File: config.mk
export PLATFORM = sky130hd
export DESIGN_NAME = channel_event_mask_config
export DESIGN_NICKNAME = d
export VERILOG_FILES = /design/src/logic/chan_cfg_pkg.sv /design/src/logic/sticky_bank.sv /design/src/logic/dup_filter.sv /design/src/logic/channel_event_mask_config.sv
export VERILOG_INCLUDE_DIRS = /design/src /design/src/logic
export SDC_FILE = /design/constraint.sdc
export NUM_CORES = 1
export LEC_CHECK = 0
export BUFFER_PORTS_ARGS = -buffer_cell sky130_fd_sc_hd__buf_4
export CAP_MARGIN = 25
export CORE_MARGIN = 2
export CORE_UTILIZATION = 59
export CTS_CLUSTER_DIAMETER = 150
export DETAILED_ROUTE_END_ITERATION = 10
export PLACE_DENSITY_LB_ADDON = 0.3
export SKIP_CTS_REPAIR_TIMING = 1
export SYNTH_ARGS = -nofsm -noshare
export SYNTH_HDL_FRONTEND = slang
export SYNTH_SLANG_ARGS = --single-unit
export TNS_END_PERCENT = 100
File: constraint.sdc
create_clock -name ref_clk -period 5.7 [get_ports ref_clk]
set_input_delay 0.57 -clock ref_clk [delete_from_list [all_inputs] [get_ports ref_clk]]
set_output_delay 0.57 -clock ref_clk [all_outputs]
set_load 0.02 [all_outputs]
File: src/logic/chan_cfg_defs.svh
// Register offsets, field positions, reset values and codes for the channel config block
`ifndef CHAN_CFG_DEFS_SVH
`define CHAN_CFG_DEFS_SVH

// Register byte offsets
`define OFS_CFG          8'h00
`define OFS_LIMIT        8'h04
`define OFS_STATUS       8'h08
`define OFS_CLEAR        8'h0c
`define OFS_ENABLE       8'h10
`define OFS_STATE        8'h14

// Configuration descriptor fields
`define CFG_PROTO_LSB    12
`define CFG_PROTO_MSB    14
`define CFG_SEL_LSB      10
`define CFG_SEL_MSB      11
`define CFG_FCS_BIT      9
`define CFG_MSK_THR      8
`define CFG_MSK_UP       7
`define CFG_MSK_DN       6
`define CFG_MSK_DUP      5
`define CFG_MSK_LINE     4
`define CFG_MSK_MSG      3
`define CFG_MSK_EOM      2
`define CFG_MSK_FIFO     1
`define CFG_RST          32'h0000_0000
`define CFG_WMASK        32'h0000_7ffe

// Length descriptor: first limit low half, second limit high half
`define LIM_FIRST_LSB    0
`define LIM_SECOND_LSB   16
`define LIMIT_RST        32'h0fff_0fff

// Status, clear and enable bit positions
`define ST_THR           0
`define ST_UP            1
`define ST_DN            2
`define ST_DUP           3
`define ST_LINE          4
`define ST_MSG           5
`define ST_EOM           6
`define ST_FIFO          7
`define ST_OWN           8
`define ST_W             9
`define ENABLE_RST       9'h000

// Protocol codes
`define PROTO_TRANSP     3'h0
`define PROTO_SIGNAL     3'h1
`define PROTO_FCS16      3'h2
`define PROTO_FCS32      3'h3

// Length limit select codes
`define SEL_OFF          2'h0
`define SEL_FIRST        2'h1
`define SEL_SECOND       2'h2

// Messages below this byte count are too short
`define SHORT_MIN_BYTES  16'h0004

// Bus responses
`define RESP_OKAY        2'h0
`define RESP_SLVERR      2'h2

`endif

File: src/logic/chan_cfg_pkg.sv
// Types shared by the channel config block
package chan_cfg_pkg;

   typedef logic [15:0] len_t;

   typedef struct packed {
      logic        awvalid;
      logic [31:0] awaddr;
      logic        wvalid;
      logic [31:0] wdata;
      logic [3:0]  wstrb;
      logic        bready;
      logic        arvalid;
      logic [31:0] araddr;
      logic        rready;
   } axil_req_s;

   typedef struct packed {
      logic        awready;
      logic        wready;
      logic        bvalid;
      logic [1:0]  bresp;
      logic        arready;
      logic        rvalid;
      logic [31:0] rdata;
      logic [1:0]  rresp;
   } axil_rsp_s;

   typedef struct packed {
      logic        thresh_cross;
      logic        count_up;
      logic        count_down;
      logic        abort_change;
      logic        idle_change;
      logic        fcs_error;
      logic        align_error;
      logic        abort;
      logic        rx_end;
      logic        tx_end;
      logic        tx_underflow;
      logic        rx_overflow;
      logic        rx_own_missing;
      logic        tx_own_missing;
      logic        rx_msg_done;
      len_t        rx_msg_len;
      logic [31:0] rx_msg_sig;
   } chan_ev_s;

   typedef struct packed {
      logic [2:0]  protocol;
      logic        signalling_mode;
      logic        crc32_sel;
      logic        rx_store_fcs;
      logic        tx_append_fcs;
      logic        short_check_en;
      logic        len_check_en;
      len_t        len_limit;
      logic        rx_discard;
      logic        rx_len_error;
      logic        rx_short_error;
   } chan_ctrl_s;

endpackage

File: src/logic/sticky_bank.sv
// Bank of sticky event flags where a set beats a clear in the same cycle
`timescale 1ns/10ps
module sticky_bank #(
   parameter int W = 8
) (
   input  wire logic         ref_clk,
   input  wire logic         srst,
   input  wire logic [W-1:0] set,
   input  wire logic [W-1:0] clr,
   output logic      [W-1:0] flags_q
);

   always_ff @(posedge ref_clk) begin
      if (srst) begin
         flags_q <= '0;
      end else begin
         flags_q <= (flags_q & ~clr) | set;
      end
   end
endmodule

File: src/logic/dup_filter.sv
// Remembers the last received message and flags an identical successor
`timescale 1ns/10ps
module dup_filter (
   input  wire logic                ref_clk,
   input  wire logic                srst,
   input  wire logic                enable,
   input  wire logic                msg_done,
   input  wire chan_cfg_pkg::len_t  msg_len,
   input  wire logic [31:0]         msg_sig,
   output logic                     match
);

   logic                last_valid_q;
   chan_cfg_pkg::len_t  last_len_q;
   logic [31:0]         last_sig_q;

   // Outside the filtering mode history is dropped, so a stale message cannot match later
   always_ff @(posedge ref_clk) begin
      if (srst || !enable) begin
         last_valid_q <= 1'b0;
         last_len_q   <= 16'h0000;
         last_sig_q   <= 32'h0000_0000;
      end else if (msg_done) begin
         last_valid_q <= 1'b1;
         last_len_q   <= msg_len;
         last_sig_q   <= msg_sig;
      end
   end

   assign match = enable && msg_done && last_valid_q &&
                  (last_len_q == msg_len) && (last_sig_q == msg_sig);

endmodule

File: src/logic/channel_event_mask_config.sv
// Channel configuration, event masking and interrupt status with an AXI4-Lite slave
//
// Operation
// - Select value 2 checks length against second limit; value 3 reserved.
// - FCS bit clear: receiver drops check sequence, transmitter appends it.
// - FCS bit set: receiver stores check sequence, transmitter sends none.
// - Without check sequence, short-message detection off; any byte count accepted.
// - Signalling mode: mask bit 8 clear reports error threshold crossing.
// - Signalling mode: mask bit 7 clear reports each error count increment.
// - Signalling mode: mask bit 6 clear reports each error count decrement.
// - Signalling mode: duplicate second message always discarded; reported if bit 5 clear.
// - Mask bit 4 clear reports abort change, idle change, short message.
// - Mask bit 3 clear reports long, check-sequence, alignment and abort errors.
// - Long, check and alignment reports silenced only when bits 3 and 2 set.
// - Mask bit 2 clear reports end of message, both directions.
// - Mask bit 1 clear reports buffer underflow or overflow.
// - Mask bit 1 clear reports missing descriptor ownership, both directions.
// - Protocol field: 0 transparent, 1 signalling, 2 FCS16, 3 FCS32, rest reserved.
// - Select 0 disables length check; select 1 uses the first limit.
//
// Chosen here: the AXI4-Lite slave port and the address map.
`timescale 1ns/10ps
`include "chan_cfg_defs.svh"
module channel_event_mask_config (
   input  wire logic                    ref_clk,
   input  wire logic                    srst,
   input  wire chan_cfg_pkg::axil_req_s axil_req,
   output chan_cfg_pkg::axil_rsp_s      axil_rsp,
   input  wire chan_cfg_pkg::chan_ev_s  chan_ev,
   output chan_cfg_pkg::chan_ctrl_s     chan_ctrl,
   output logic                         irq
);

   ////////////////////////////////////////////////////////////////////////////
   // Registers and bus state

   chan_cfg_pkg::axil_rsp_s  rsp_q;
   chan_cfg_pkg::chan_ctrl_s ctrl_q;
   logic [31:0]              cfg_q;
   logic [31:0]              limit_q;
   logic [`ST_W-1:0]         enable_q;
   logic [`ST_W-1:0]         status_q;
   logic [15:0]              discard_cnt_q;
   logic                     irq_q;

   logic                     aw_hold_q;
   logic [31:0]              aw_addr_q;
   logic                     w_hold_q;
   logic [31:0]              w_data_q;
   logic [3:0]               w_strb_q;

   logic                     do_write;
   logic                     wr_hit;
   logic                     rd_hit;
   logic [31:0]              rd_data;
   logic [`ST_W-1:0]         clr_bits;
   logic [`ST_W-1:0]         set_bits;
   logic [31:0]              clr_word;
   logic [31:0]              en_word;

   function automatic logic [31:0] merge_strb(input logic [31:0] old_v,
                                              input logic [31:0] new_v,
                                              input logic [3:0]  strb);
      logic [31:0] r;
      r = old_v;
      for (int i = 0; i < 4; i++) begin
         if (strb[i]) begin
            r[8*i +: 8] = new_v[8*i +: 8];
         end
      end
      return r;
   endfunction

   function automatic logic mapped(input logic [31:0] a);
      return (a[31:8] == 24'h00_0000) && (a[1:0] == 2'h0) &&
             ((a[7:0] == `OFS_CFG)    || (a[7:0] == `OFS_LIMIT)  ||
              (a[7:0] == `OFS_STATUS) || (a[7:0] == `OFS_CLEAR)  ||
              (a[7:0] == `OFS_ENABLE) || (a[7:0] == `OFS_STATE));
   endfunction

   ////////////////////////////////////////////////////////////////////////////
   // Configuration field decode

   logic [2:0]  proto;
   logic [1:0]  len_sel;
   logic        fcs_mode;
   logic        sig_mode;
   logic        msk_thr;
   logic        msk_up;
   logic        msk_dn;
   logic        msk_dup;
   logic        msk_line;
   logic        msk_msg;
   logic        msk_eom;
   logic        msk_fifo;
   logic        len_chk;
   chan_cfg_pkg::len_t len_lim;

   assign proto    = cfg_q[`CFG_PROTO_MSB:`CFG_PROTO_LSB];
   assign len_sel  = cfg_q[`CFG_SEL_MSB:`CFG_SEL_LSB];
   assign fcs_mode = cfg_q[`CFG_FCS_BIT];
   assign msk_thr  = cfg_q[`CFG_MSK_THR];
   assign msk_up   = cfg_q[`CFG_MSK_UP];
   assign msk_dn   = cfg_q[`CFG_MSK_DN];
   assign msk_dup  = cfg_q[`CFG_MSK_DUP];
   assign msk_line = cfg_q[`CFG_MSK_LINE];
   assign msk_msg  = cfg_q[`CFG_MSK_MSG];
   assign msk_eom  = cfg_q[`CFG_MSK_EOM];
   assign msk_fifo = cfg_q[`CFG_MSK_FIFO];

   // Reserved protocol codes get no signalling behaviour
   assign sig_mode = (proto == `PROTO_SIGNAL);

   // Reserved select value 3 behaves as no check rather than an undefined limit
   assign len_chk = (len_sel == `SEL_FIRST) || (len_sel == `SEL_SECOND);
   always_comb begin
      case (len_sel)
         `SEL_FIRST:  len_lim = limit_q[`LIM_FIRST_LSB +: 16];
         `SEL_SECOND: len_lim = limit_q[`LIM_SECOND_LSB +: 16];
         default:     len_lim = 16'hffff;
      endcase
   end

   ////////////////////////////////////////////////////////////////////////////
   // Detection, independent of any mask

   logic dup_match;
   logic dup_det;
   logic long_det;
   logic short_det;

   dup_filter u_dup (
      .ref_clk  (ref_clk),
      .srst     (srst),
      .enable   (sig_mode),
      .msg_done (chan_ev.rx_msg_done),
      .msg_len  (chan_ev.rx_msg_len),
      .msg_sig  (chan_ev.rx_msg_sig),
      .match    (dup_match)
   );

   assign dup_det   = sig_mode && dup_match;
   assign long_det  = chan_ev.rx_msg_done && len_chk && (chan_ev.rx_msg_len > len_lim);
   assign short_det = chan_ev.rx_msg_done && !fcs_mode &&
                      (chan_ev.rx_msg_len < `SHORT_MIN_BYTES);

   ////////////////////////////////////////////////////////////////////////////
   // Mask gating onto the status flags

   always_comb begin
      set_bits = '0;
      set_bits[`ST_THR]  = sig_mode && chan_ev.thresh_cross && !msk_thr;
      set_bits[`ST_UP]   = sig_mode && chan_ev.count_up && !msk_up;
      set_bits[`ST_DN]   = sig_mode && chan_ev.count_down && !msk_dn;
      set_bits[`ST_DUP]  = dup_det && !msk_dup;
      set_bits[`ST_LINE] = (chan_ev.abort_change || chan_ev.idle_change || short_det) &&
                           !msk_line;
      // Long, check and alignment errors need both masks to go quiet
      set_bits[`ST_MSG]  = ((long_det || chan_ev.fcs_error || chan_ev.align_error) &&
                            (!msk_msg || !msk_eom)) ||
                           (chan_ev.abort && !msk_msg);
      set_bits[`ST_EOM]  = (chan_ev.rx_end || chan_ev.tx_end) && !msk_eom;
      set_bits[`ST_FIFO] = (chan_ev.tx_underflow || chan_ev.rx_overflow) && !msk_fifo;
      set_bits[`ST_OWN]  = (chan_ev.rx_own_missing || chan_ev.tx_own_missing) &&
                           !msk_fifo;
   end

   assign wr_hit   = mapped(aw_addr_q);
   assign do_write = aw_hold_q && w_hold_q && !rsp_q.bvalid;
   assign clr_word = merge_strb(32'h0000_0000, w_data_q, w_strb_q);
   assign en_word  = merge_strb({23'h00_0000, enable_q}, w_data_q, w_strb_q);
   assign clr_bits = (do_write && wr_hit && aw_addr_q[7:0] == `OFS_CLEAR) ?
                     clr_word[`ST_W-1:0] : '0;

   sticky_bank #(.W(`ST_W)) u_status (
      .ref_clk (ref_clk),
      .srst    (srst),
      .set     (set_bits),
      .clr     (clr_bits),
      .flags_q (status_q)
   );

   always_ff @(posedge ref_clk) begin
      if (srst) begin
         irq_q <= 1'b0;
      end else begin
         irq_q <= |(status_q & enable_q);
      end
   end

   ////////////////////////////////////////////////////////////////////////////
   // Per-message controls, registered

   always_ff @(posedge ref_clk) begin
      if (srst) begin
         ctrl_q <= '0;
      end else begin
         ctrl_q.protocol        <= proto;
         ctrl_q.signalling_mode <= sig_mode;
         ctrl_q.crc32_sel       <= (proto == `PROTO_FCS32);
         ctrl_q.rx_store_fcs    <= fcs_mode;
         ctrl_q.tx_append_fcs   <= !fcs_mode;
         ctrl_q.short_check_en  <= !fcs_mode;
         ctrl_q.len_check_en    <= len_chk;
         ctrl_q.len_limit       <= len_lim;
         ctrl_q.rx_discard      <= dup_det;
         ctrl_q.rx_len_error    <= long_det;
         ctrl_q.rx_short_error  <= short_det;
      end
   end

   always_ff @(posedge ref_clk) begin
      if (srst) begin
         discard_cnt_q <= 16'h0000;
      end else if (dup_det) begin
         discard_cnt_q <= discard_cnt_q + 16'h0001;
      end
   end

   ////////////////////////////////////////////////////////////////////////////
   // AXI4-Lite write path: address and data in either order

   always_ff @(posedge ref_clk) begin
      if (srst) begin
         aw_hold_q <= 1'b0;
         aw_addr_q <= 32'h0000_0000;
      end else if (axil_req.awvalid && rsp_q.awready) begin
         aw_hold_q <= 1'b1;
         aw_addr_q <= axil_req.awaddr;
      end else if (do_write) begin
         aw_hold_q <= 1'b0;
      end
   end

   always_ff @(posedge ref_clk) begin
      if (srst) begin
         w_hold_q <= 1'b0;
         w_data_q <= 32'h0000_0000;
         w_strb_q <= 4'h0;
      end else if (axil_req.wvalid && rsp_q.wready) begin
         w_hold_q <= 1'b1;
         w_data_q <= axil_req.wdata;
         w_strb_q <= axil_req.wstrb;
      end else if (do_write) begin
         w_hold_q <= 1'b0;
      end
   end

   always_ff @(posedge ref_clk) begin
      if (srst) begin
         cfg_q    <= `CFG_RST;
         limit_q  <= `LIMIT_RST;
         enable_q <= `ENABLE_RST;
      end else if (do_write && wr_hit) begin
         case (aw_addr_q[7:0])
            `OFS_CFG:    cfg_q    <= merge_strb(cfg_q, w_data_q, w_strb_q) & `CFG_WMASK;
            `OFS_LIMIT:  limit_q  <= merge_strb(limit_q, w_data_q, w_strb_q);
            `OFS_ENABLE: enable_q <= en_word[`ST_W-1:0];
            default:     enable_q <= enable_q;
         endcase
      end
   end

   // Readies drop once a beat is held and return only after the response is taken
   always_ff @(posedge ref_clk) begin
      if (srst) begin
         rsp_q.awready <= 1'b1;
         rsp_q.wready  <= 1'b1;
         rsp_q.bvalid  <= 1'b0;
         rsp_q.bresp   <= `RESP_OKAY;
         rsp_q.arready <= 1'b1;
         rsp_q.rvalid  <= 1'b0;
         rsp_q.rdata   <= 32'h0000_0000;
         rsp_q.rresp   <= `RESP_OKAY;
      end else begin
         if (axil_req.awvalid && rsp_q.awready) begin
            rsp_q.awready <= 1'b0;
         end
         if (axil_req.wvalid && rsp_q.wready) begin
            rsp_q.wready <= 1'b0;
         end
         if (do_write) begin
            rsp_q.bvalid <= 1'b1;
            rsp_q.bresp  <= wr_hit ? `RESP_OKAY : `RESP_SLVERR;
         end else if (rsp_q.bvalid && axil_req.bready) begin
            rsp_q.bvalid  <= 1'b0;
            rsp_q.awready <= 1'b1;
            rsp_q.wready  <= 1'b1;
         end
         // Read side lives here too so the response struct has a single driver
         if (axil_req.arvalid && rsp_q.arready) begin
            rsp_q.arready <= 1'b0;
            rsp_q.rvalid  <= 1'b1;
            rsp_q.rdata   <= rd_hit ? rd_data : 32'h0000_0000;
            rsp_q.rresp   <= rd_hit ? `RESP_OKAY : `RESP_SLVERR;
         end else if (rsp_q.rvalid && axil_req.rready) begin
            rsp_q.arready <= 1'b1;
            rsp_q.rvalid  <= 1'b0;
         end
      end
   end

   ////////////////////////////////////////////////////////////////////////////
   // AXI4-Lite read path

   assign rd_hit = mapped(axil_req.araddr);

   always_comb begin
      rd_data = 32'h0000_0000;
      case (axil_req.araddr[7:0])
         `OFS_CFG:    rd_data = cfg_q;
         `OFS_LIMIT:  rd_data = limit_q;
         `OFS_STATUS: rd_data = {23'h00_0000, status_q};
         `OFS_ENABLE: rd_data = {23'h00_0000, enable_q};
         `OFS_STATE:  rd_data = {15'h0000, irq_q, discard_cnt_q};
         default:     rd_data = 32'h0000_0000;
      endcase
   end

   assign axil_rsp  = rsp_q;
   assign chan_ctrl = ctrl_q;
   assign irq       = irq_q;
endmodule

== After elaboration in Yosys (flattened, before gate mapping) ==
Cells that the tools add are included.

* Output and inout bits: 70
* Input bits: 170
* Logic and storage cells: 164
* Bits in registers: 268

* Bitwise operators: 4
* Magnitude comparators: 2
* Reductions and logical operators: 86
* Equal/unequal tests: 16
* Add/subtract/negate cells: 1
* Mux-type cells: 18

{| class="wikitable"
|+ Operator list
! operator !! count
|-
| 32-bit case mux with 5 select lines || 1
|-
| 24-bit logical NOT || 2
|-
| 1-bit logical AND || 35
|-
| 32-bit equality test || 1
|-
| 8-bit by 4-bit equality test with 1-bit output, second input constant || 4
|-
| 8-bit by 5-bit equality test with 1-bit output, second input constant || 4
|-
| 32-bit two-way mux || 1
|-
| 16-bit case mux with 2 select lines || 1
|-
| 3-bit AND reduction || 8
|-
| 1-bit logical OR || 21
|-
| 9-bit AND || 2
|-
| 16-bit by 1-bit adder with 16-bit output, second input constant || 1
|-
| 16-bit equality test || 1
|-
| 8-bit by 3-bit equality test with 1-bit output, second input constant || 2
|-
| 16-bit greater-than comparator || 1
|-
| 8-bit logical NOT || 2
|-
| 16-bit by 3-bit less-than comparator with 1-bit output, second input constant || 1
|-
| 1-bit logical NOT || 11
|-
| 2-bit two-way mux || 5
|-
| 9-bit two-way mux || 1
|-
| 9-bit NOT || 1
|-
| 9-bit OR || 1
|-
| 9-bit OR reduction || 1
|-
| 8-bit two-way mux || 1
|-
| other kinds (8) || 18
|}

== Depth between registers and ports, before layout ==
* Depth after elaboration: 13
* Depth in mapped cells: 12
* Depth with buffers taken out: 10

== Cells and area by module ==
Synthesis repeated with hierarchy kept, for this count alone.

* Cells, all modules: 1269
* Area, all modules: 11489.8 um2

{| class="wikitable"
|+ Modules (own cells, without submodules)
! module !! seq. area each (um2) !! times used !! area an instance (um2) !! cells each
|-
| channel_event_mask_config || 4164.0 || 1 || 8784.7 || 1007
|-
| dup_filter || 980.9 || 1 || 2277.2 || 225
|-
| sticky_bank || 180.2 || 1 || 427.9 || 37
|}

== Worst setup path after synthesis ==
Ideal clock, no wire load.

* Path type: register -> register
* From: register cfg_q[10]
* To: register u_status.flags_q[5]
* Arrival time: 2.378 ns
* Stages on the path, launching flop included: 13
* Setup slack: 3.191 ns
* Setup time: 0.132 ns
* Period minus slack after synthesis: 2.509 ns
* Cell sequence: dfxtp_1 > inv_1 > ha_1 > clkbuf_1 > clkbuf_1 > a221oi_1 > ha_1 > a21o_1 > a21o_1 > a21oi_1 > o211ai_1 > a32oi_1 > o21ai_0

* Longest elaborated chain between the ends: 9

{| class="wikitable"
|+ RTL lines
! what !! line !! RTL
|-
| start: declaration || channel_event_mask_config.sv:39 || <nowiki>logic [31:0] cfg_q;</nowiki>
|-
| start signal: assignment || channel_event_mask_config.sv:251 || <nowiki>cfg_q <= `CFG_RST;</nowiki>
|-
| start signal: assignment || channel_event_mask_config.sv:256 || <nowiki>`OFS_CFG: cfg_q <= merge_strb(cfg_q, w_data_q, w_strb_q) & `CFG_WMASK;</nowiki>
|-
| 2-bit equality test / 2-bit by 1-bit equality test with 1-bit output (equally long branches) || channel_event_mask_config.sv:117 || <nowiki>case (len_sel)</nowiki>
|-
| 16-bit case mux with 2 select lines / 1-bit logical OR (equally long branches) || channel_event_mask_config.sv:117, channel_event_mask_config.sv:115 ||
|-
| 16-bit greater-than comparator / 1-bit logical AND (equally long branches) || channel_event_mask_config.sv:143 || <nowiki>assign long_det = chan_ev.rx_msg_done && len_chk && (chan_ev.rx_msg_len > len_lim);</nowiki>
|-
| 1-bit logical AND * || channel_event_mask_config.sv:143 ||
|-
| 1-bit logical OR * (2 in series) || channel_event_mask_config.sv:159 || <nowiki>set_bits[`ST_MSG] = ((long_det || chan_ev.fcs_error || chan_ev.align_error) &&</nowiki>
|-
| 1-bit logical AND * || channel_event_mask_config.sv:159 ||
|-
| 1-bit logical OR * || channel_event_mask_config.sv:160 || <nowiki>(!msk_msg || !msk_eom)) ||</nowiki>
|-
| 9-bit OR * || sticky_bank.sv:17 || <nowiki>flags_q <= (flags_q & ~clr) | set;</nowiki>
|-
| end signal: assignment || sticky_bank.sv:17 ||
|-
| end: declaration || sticky_bank.sv:10 || <nowiki>output logic [W-1:0] flags_q</nowiki>
|}

Every way passes the cells marked *; elsewhere a longest branch is shown, timed or not.
A chain may end at the register's enable or synchronous reset.

== Worst setup path after layout ==
Ends and elaborated chain as after synthesis.

==> results.tsv <==
metric	value	unit
ff2ff_setup_slack	2.76	ns
clk_path_buf_depth	3	
fillers	1354	
synth_flop_cell	dfxtp_1	
status	finished, final reports clean	
clock-skew-final	0.0203	ns
wirelength	32.4	mm
core-area	18800	um2
track_usage	31.1	%
ff2ff_path_depth	10	
post_synth_inst_count	1295	
finalHoldViolCount	0	
async_reset_ff_share	0	%
cts_sinks	266	
cts_tree	done	
arrival	3.33	ns
fp-row-count	50	
overflow	0	
dr.pass1.iters	8	
grt_setup_unrepaired	false	
ant_nets	0	
timing.rr.end	u_status.flags_q[5]	
end_kind	flop	
total_power	4.12	mW
maxSlewHeadroom	28.9	%
regArea	5330	um2
dp_hpwl	23.2	mm
p_leak	6.08	nW
required	6.09	ns
path_clk_slew	0.06	ns
ioPinCount	240	
cp-endpoint	u_status.flags_q[5]	
start_util	60.4	%
drive_gt1_share	20.5	%
die_y	143	um
syn_to_final_growth	24.9	%
grt_max_degree	102	
irDropWorstVdd	0.245	mV
fin_nets	1677	
setup-tns-final	0	ns
grt_pass1_vias	9954	
finalMaxSlewViolations	0	
multi_input_area	5630	um2
root_buffer	clkbuf_16	
synth.cell_area	11400	um2
synth_area_per_cell	8.79	um2
clk_latency	0.53	ns
globalplace.congestion	0.917	
worst_slack	2.76	ns
ys_types	60	
post_drt_via_cell_ratio	5.83	
h-tree-depth	1	
first_iter_violations	949	
die_x	143	um
drc	0	
final-setup-viol-count	0	
grt_pass1_wl	50.6	mm
hold_class	primary input to flop	
cts_buffers	27	
fmax	340	MHz
power_density	290	nW/um2
ys_ff_latch	266	
num_vias	10300	
fin_hold_ws	0.245	ns
tightest_slew	1.05	ns
die_area	20400	um2
period_minus_slack	2.94	ns
path_max_fanout	18	
pre_cts_slack	2.55	ns
worstSetupPathType	flop to flop	
yosys_warnings	0	
wire_per_inst	18.3	um
stdcell_area	14200	um2
portBuffers	237	
seq_area_frac_synth	46.8	%
start_kind	flop	
timing.max_cap.violations	0	
r2r-start	cfg_q[10]	
startpoint	cfg_q[10]	
dpl_cell_area	13200	um2
synth-edff-count	0	
diodes	0	
antenna_found_initial	0	
period_share	51.6	%
synthesized netlist by cell type (2+ instances only):
cell type / instances / area [um2]
o41ai_1: 8 / 70.1
a22oi_1: 24 / 180
o21bai_1: 2 / 15.0
a2111oi_0: 4 / 35.0
or2_2: 9 / 56.3
nand3b_1: 3 / 22.5
o21ai_0: 29 / 145
nor3b_1: 2 / 15.0
or4_1: 5 / 37.5
mux2_2: 4 / 45.0
inv_1: 25 / 93.8
a211oi_1: 2 / 15.0
buf_2: 6 / 30.0
nor2b_1: 23 / 144
nor2_1: 133 / 499
nor2_4: 2 / 22.5
nor4bb_1: 2 / 20.0
mux2i_1: 112 / 1120
buf_1: 11 / 41.3
a221oi_1: 16 / 140
and3_2: 2 / 15.0
a22o_1: 7 / 61.3
o311ai_0: 7 / 61.3
clkbuf_1: 59 / 221
nand4_1: 18 / 113
buf_4: 4 / 30.0
o211ai_1: 2 / 15.0
or3_1: 3 / 18.8
nor4b_1: 5 / 43.8
nand2_1: 206 / 773
dfxtp_1: 266 / 5330
xor2_1: 39 / 342
a21oi_1: 115 / 576
and3_1: 8 / 50.1
o22ai_1: 9 / 56.3
nand3_1: 19 / 95.1
nand2b_1: 4 / 25.0
nor3_1: 10 / 50.1
and3b_1: 2 / 17.5
a21o_1: 3 / 22.5
nor4_1: 42 / 263
and2_1: 6 / 37.5
ha_1: 19 / 238
mux2_1: 2 / 22.5
per-stage QoR:
| step | util, % | cells |
|---|---|---|
| floorplan | - | 1296 |
| global placement | 70.0 | 1715 |
| detailed placement | 70.3 | 1718 |
| CTS | 75.3 | 1767 |
| global route | 75.4 | 1768 |
| finish | 75.4 | 1768 |
power by group:
| group | switching [mW] | total (mW) | internal, mW |
|---|---|---|---|
| combinational | 0.181 | 0.341 | 0.160 |
| sequential | 0.0306 | 1.93 | 1.90 |
| clock | 0.724 | 1.85 | 1.13 |
cell usage in the layout, fill, tap and decap left out, types with 8 or more instances in the layout:
master     synthesis  routed
dfxtp_1          266     266
buf_4              4     240
nand2_1          206     206
nor2_1           133     133
a21oi_1          115     115
mux2i_1          112     112
nor4_1            42      42
xor2_1            39      39
o21ai_0           29      29
clkbuf_16          0      28
inv_1             25      25
a22oi_1           24      24
nor2b_1           23      23
nand3_1           19      19
ha_1              19      19
nand4_1           18      18
a221oi_1          16      16
nor3_1            10      10
or2_2              9       9
o22ai_1            9       9
and3_1             8       8
o41ai_1            8       8
how the worst min path moves through the flow:
| stage | start | to | slack [ns] | cells after the start |
|---|---|---|---|---|
| floorplan | w_strb_q[2] | w_strb_q[2] | 0.43 | 2 |
| global placement | axil_rsp[18] | axil_rsp[18] | 0.44 | 2 |
| detailed placement | aw_addr_q[6] | aw_addr_q[6] | 0.45 | 2 |
| CTS | axil_req[71] | axil_rsp[39] | 0.24 | 2 |
| global route | axil_req[104] | axil_rsp[40] | 0.26 | 2 |
| finish | axil_req[71] | axil_rsp[39] | 0.25 | 2 |
routing by layer:
| layer | vias up | share of wire (%) | track usage [%] |
|---|---|---|---|
| li1 | 4927 | - | - |
| met1 | 4800 | 42 | 40.3 |
| met2 | 487 | 46 | 51.5 |
| met3 | 92 | 8.4 | 5.84 |
| met4 | 0 | 3.5 | 12.0 |
| met5 | - | 0 | 0 |
area by class of cell:
type | count | area share [%]
inverters | 25 | 0.661
repair buffers | 244 | 13.4
well taps | 260 | 2.29
multi-input cells | 924 | 39.6
flip-flops and latches | 266 | 37.5
clock buffers | 37 | 5.44
clock inverters | 12 | 1.15
kinds of logic after synthesis:
family                     share of synthesized area (%)
and+or+nand+nor                                     21.1
DFF                                                 46.8
AOI/OAI and AO/OA                                   12.8
muxes                                               10.4
buffers and inverters                               3.76
xor gates and xnor gates                            3.00
adders and majority gates                           2.09
other                                             0.0330
registers in the layout, summed over array words and instances, names as in the netlist, 14 cells and up:
name and cells:
axil_rsp 39, w_data_q 32, u_dup.last_len_q 16, chan_ctrl 27
u_dup.last_sig_q 32, discard_cnt_q 16, limit_q 32, cfg_q 14
aw_addr_q 32
worst max-delay path: stages (launching register included):
cell	delay, ns
dfxtp_1	0.42
inv_1	0.07
ha_1	0.50
a221oi_1	0.45
ha_1	0.33
a21oi_1	0.16
o21ai_0	0.13
a21oi_1	0.23
o211ai_1	0.17
a32oi_1	0.23
o21ai_0	0.10
(Power assumes the default switching activity.)
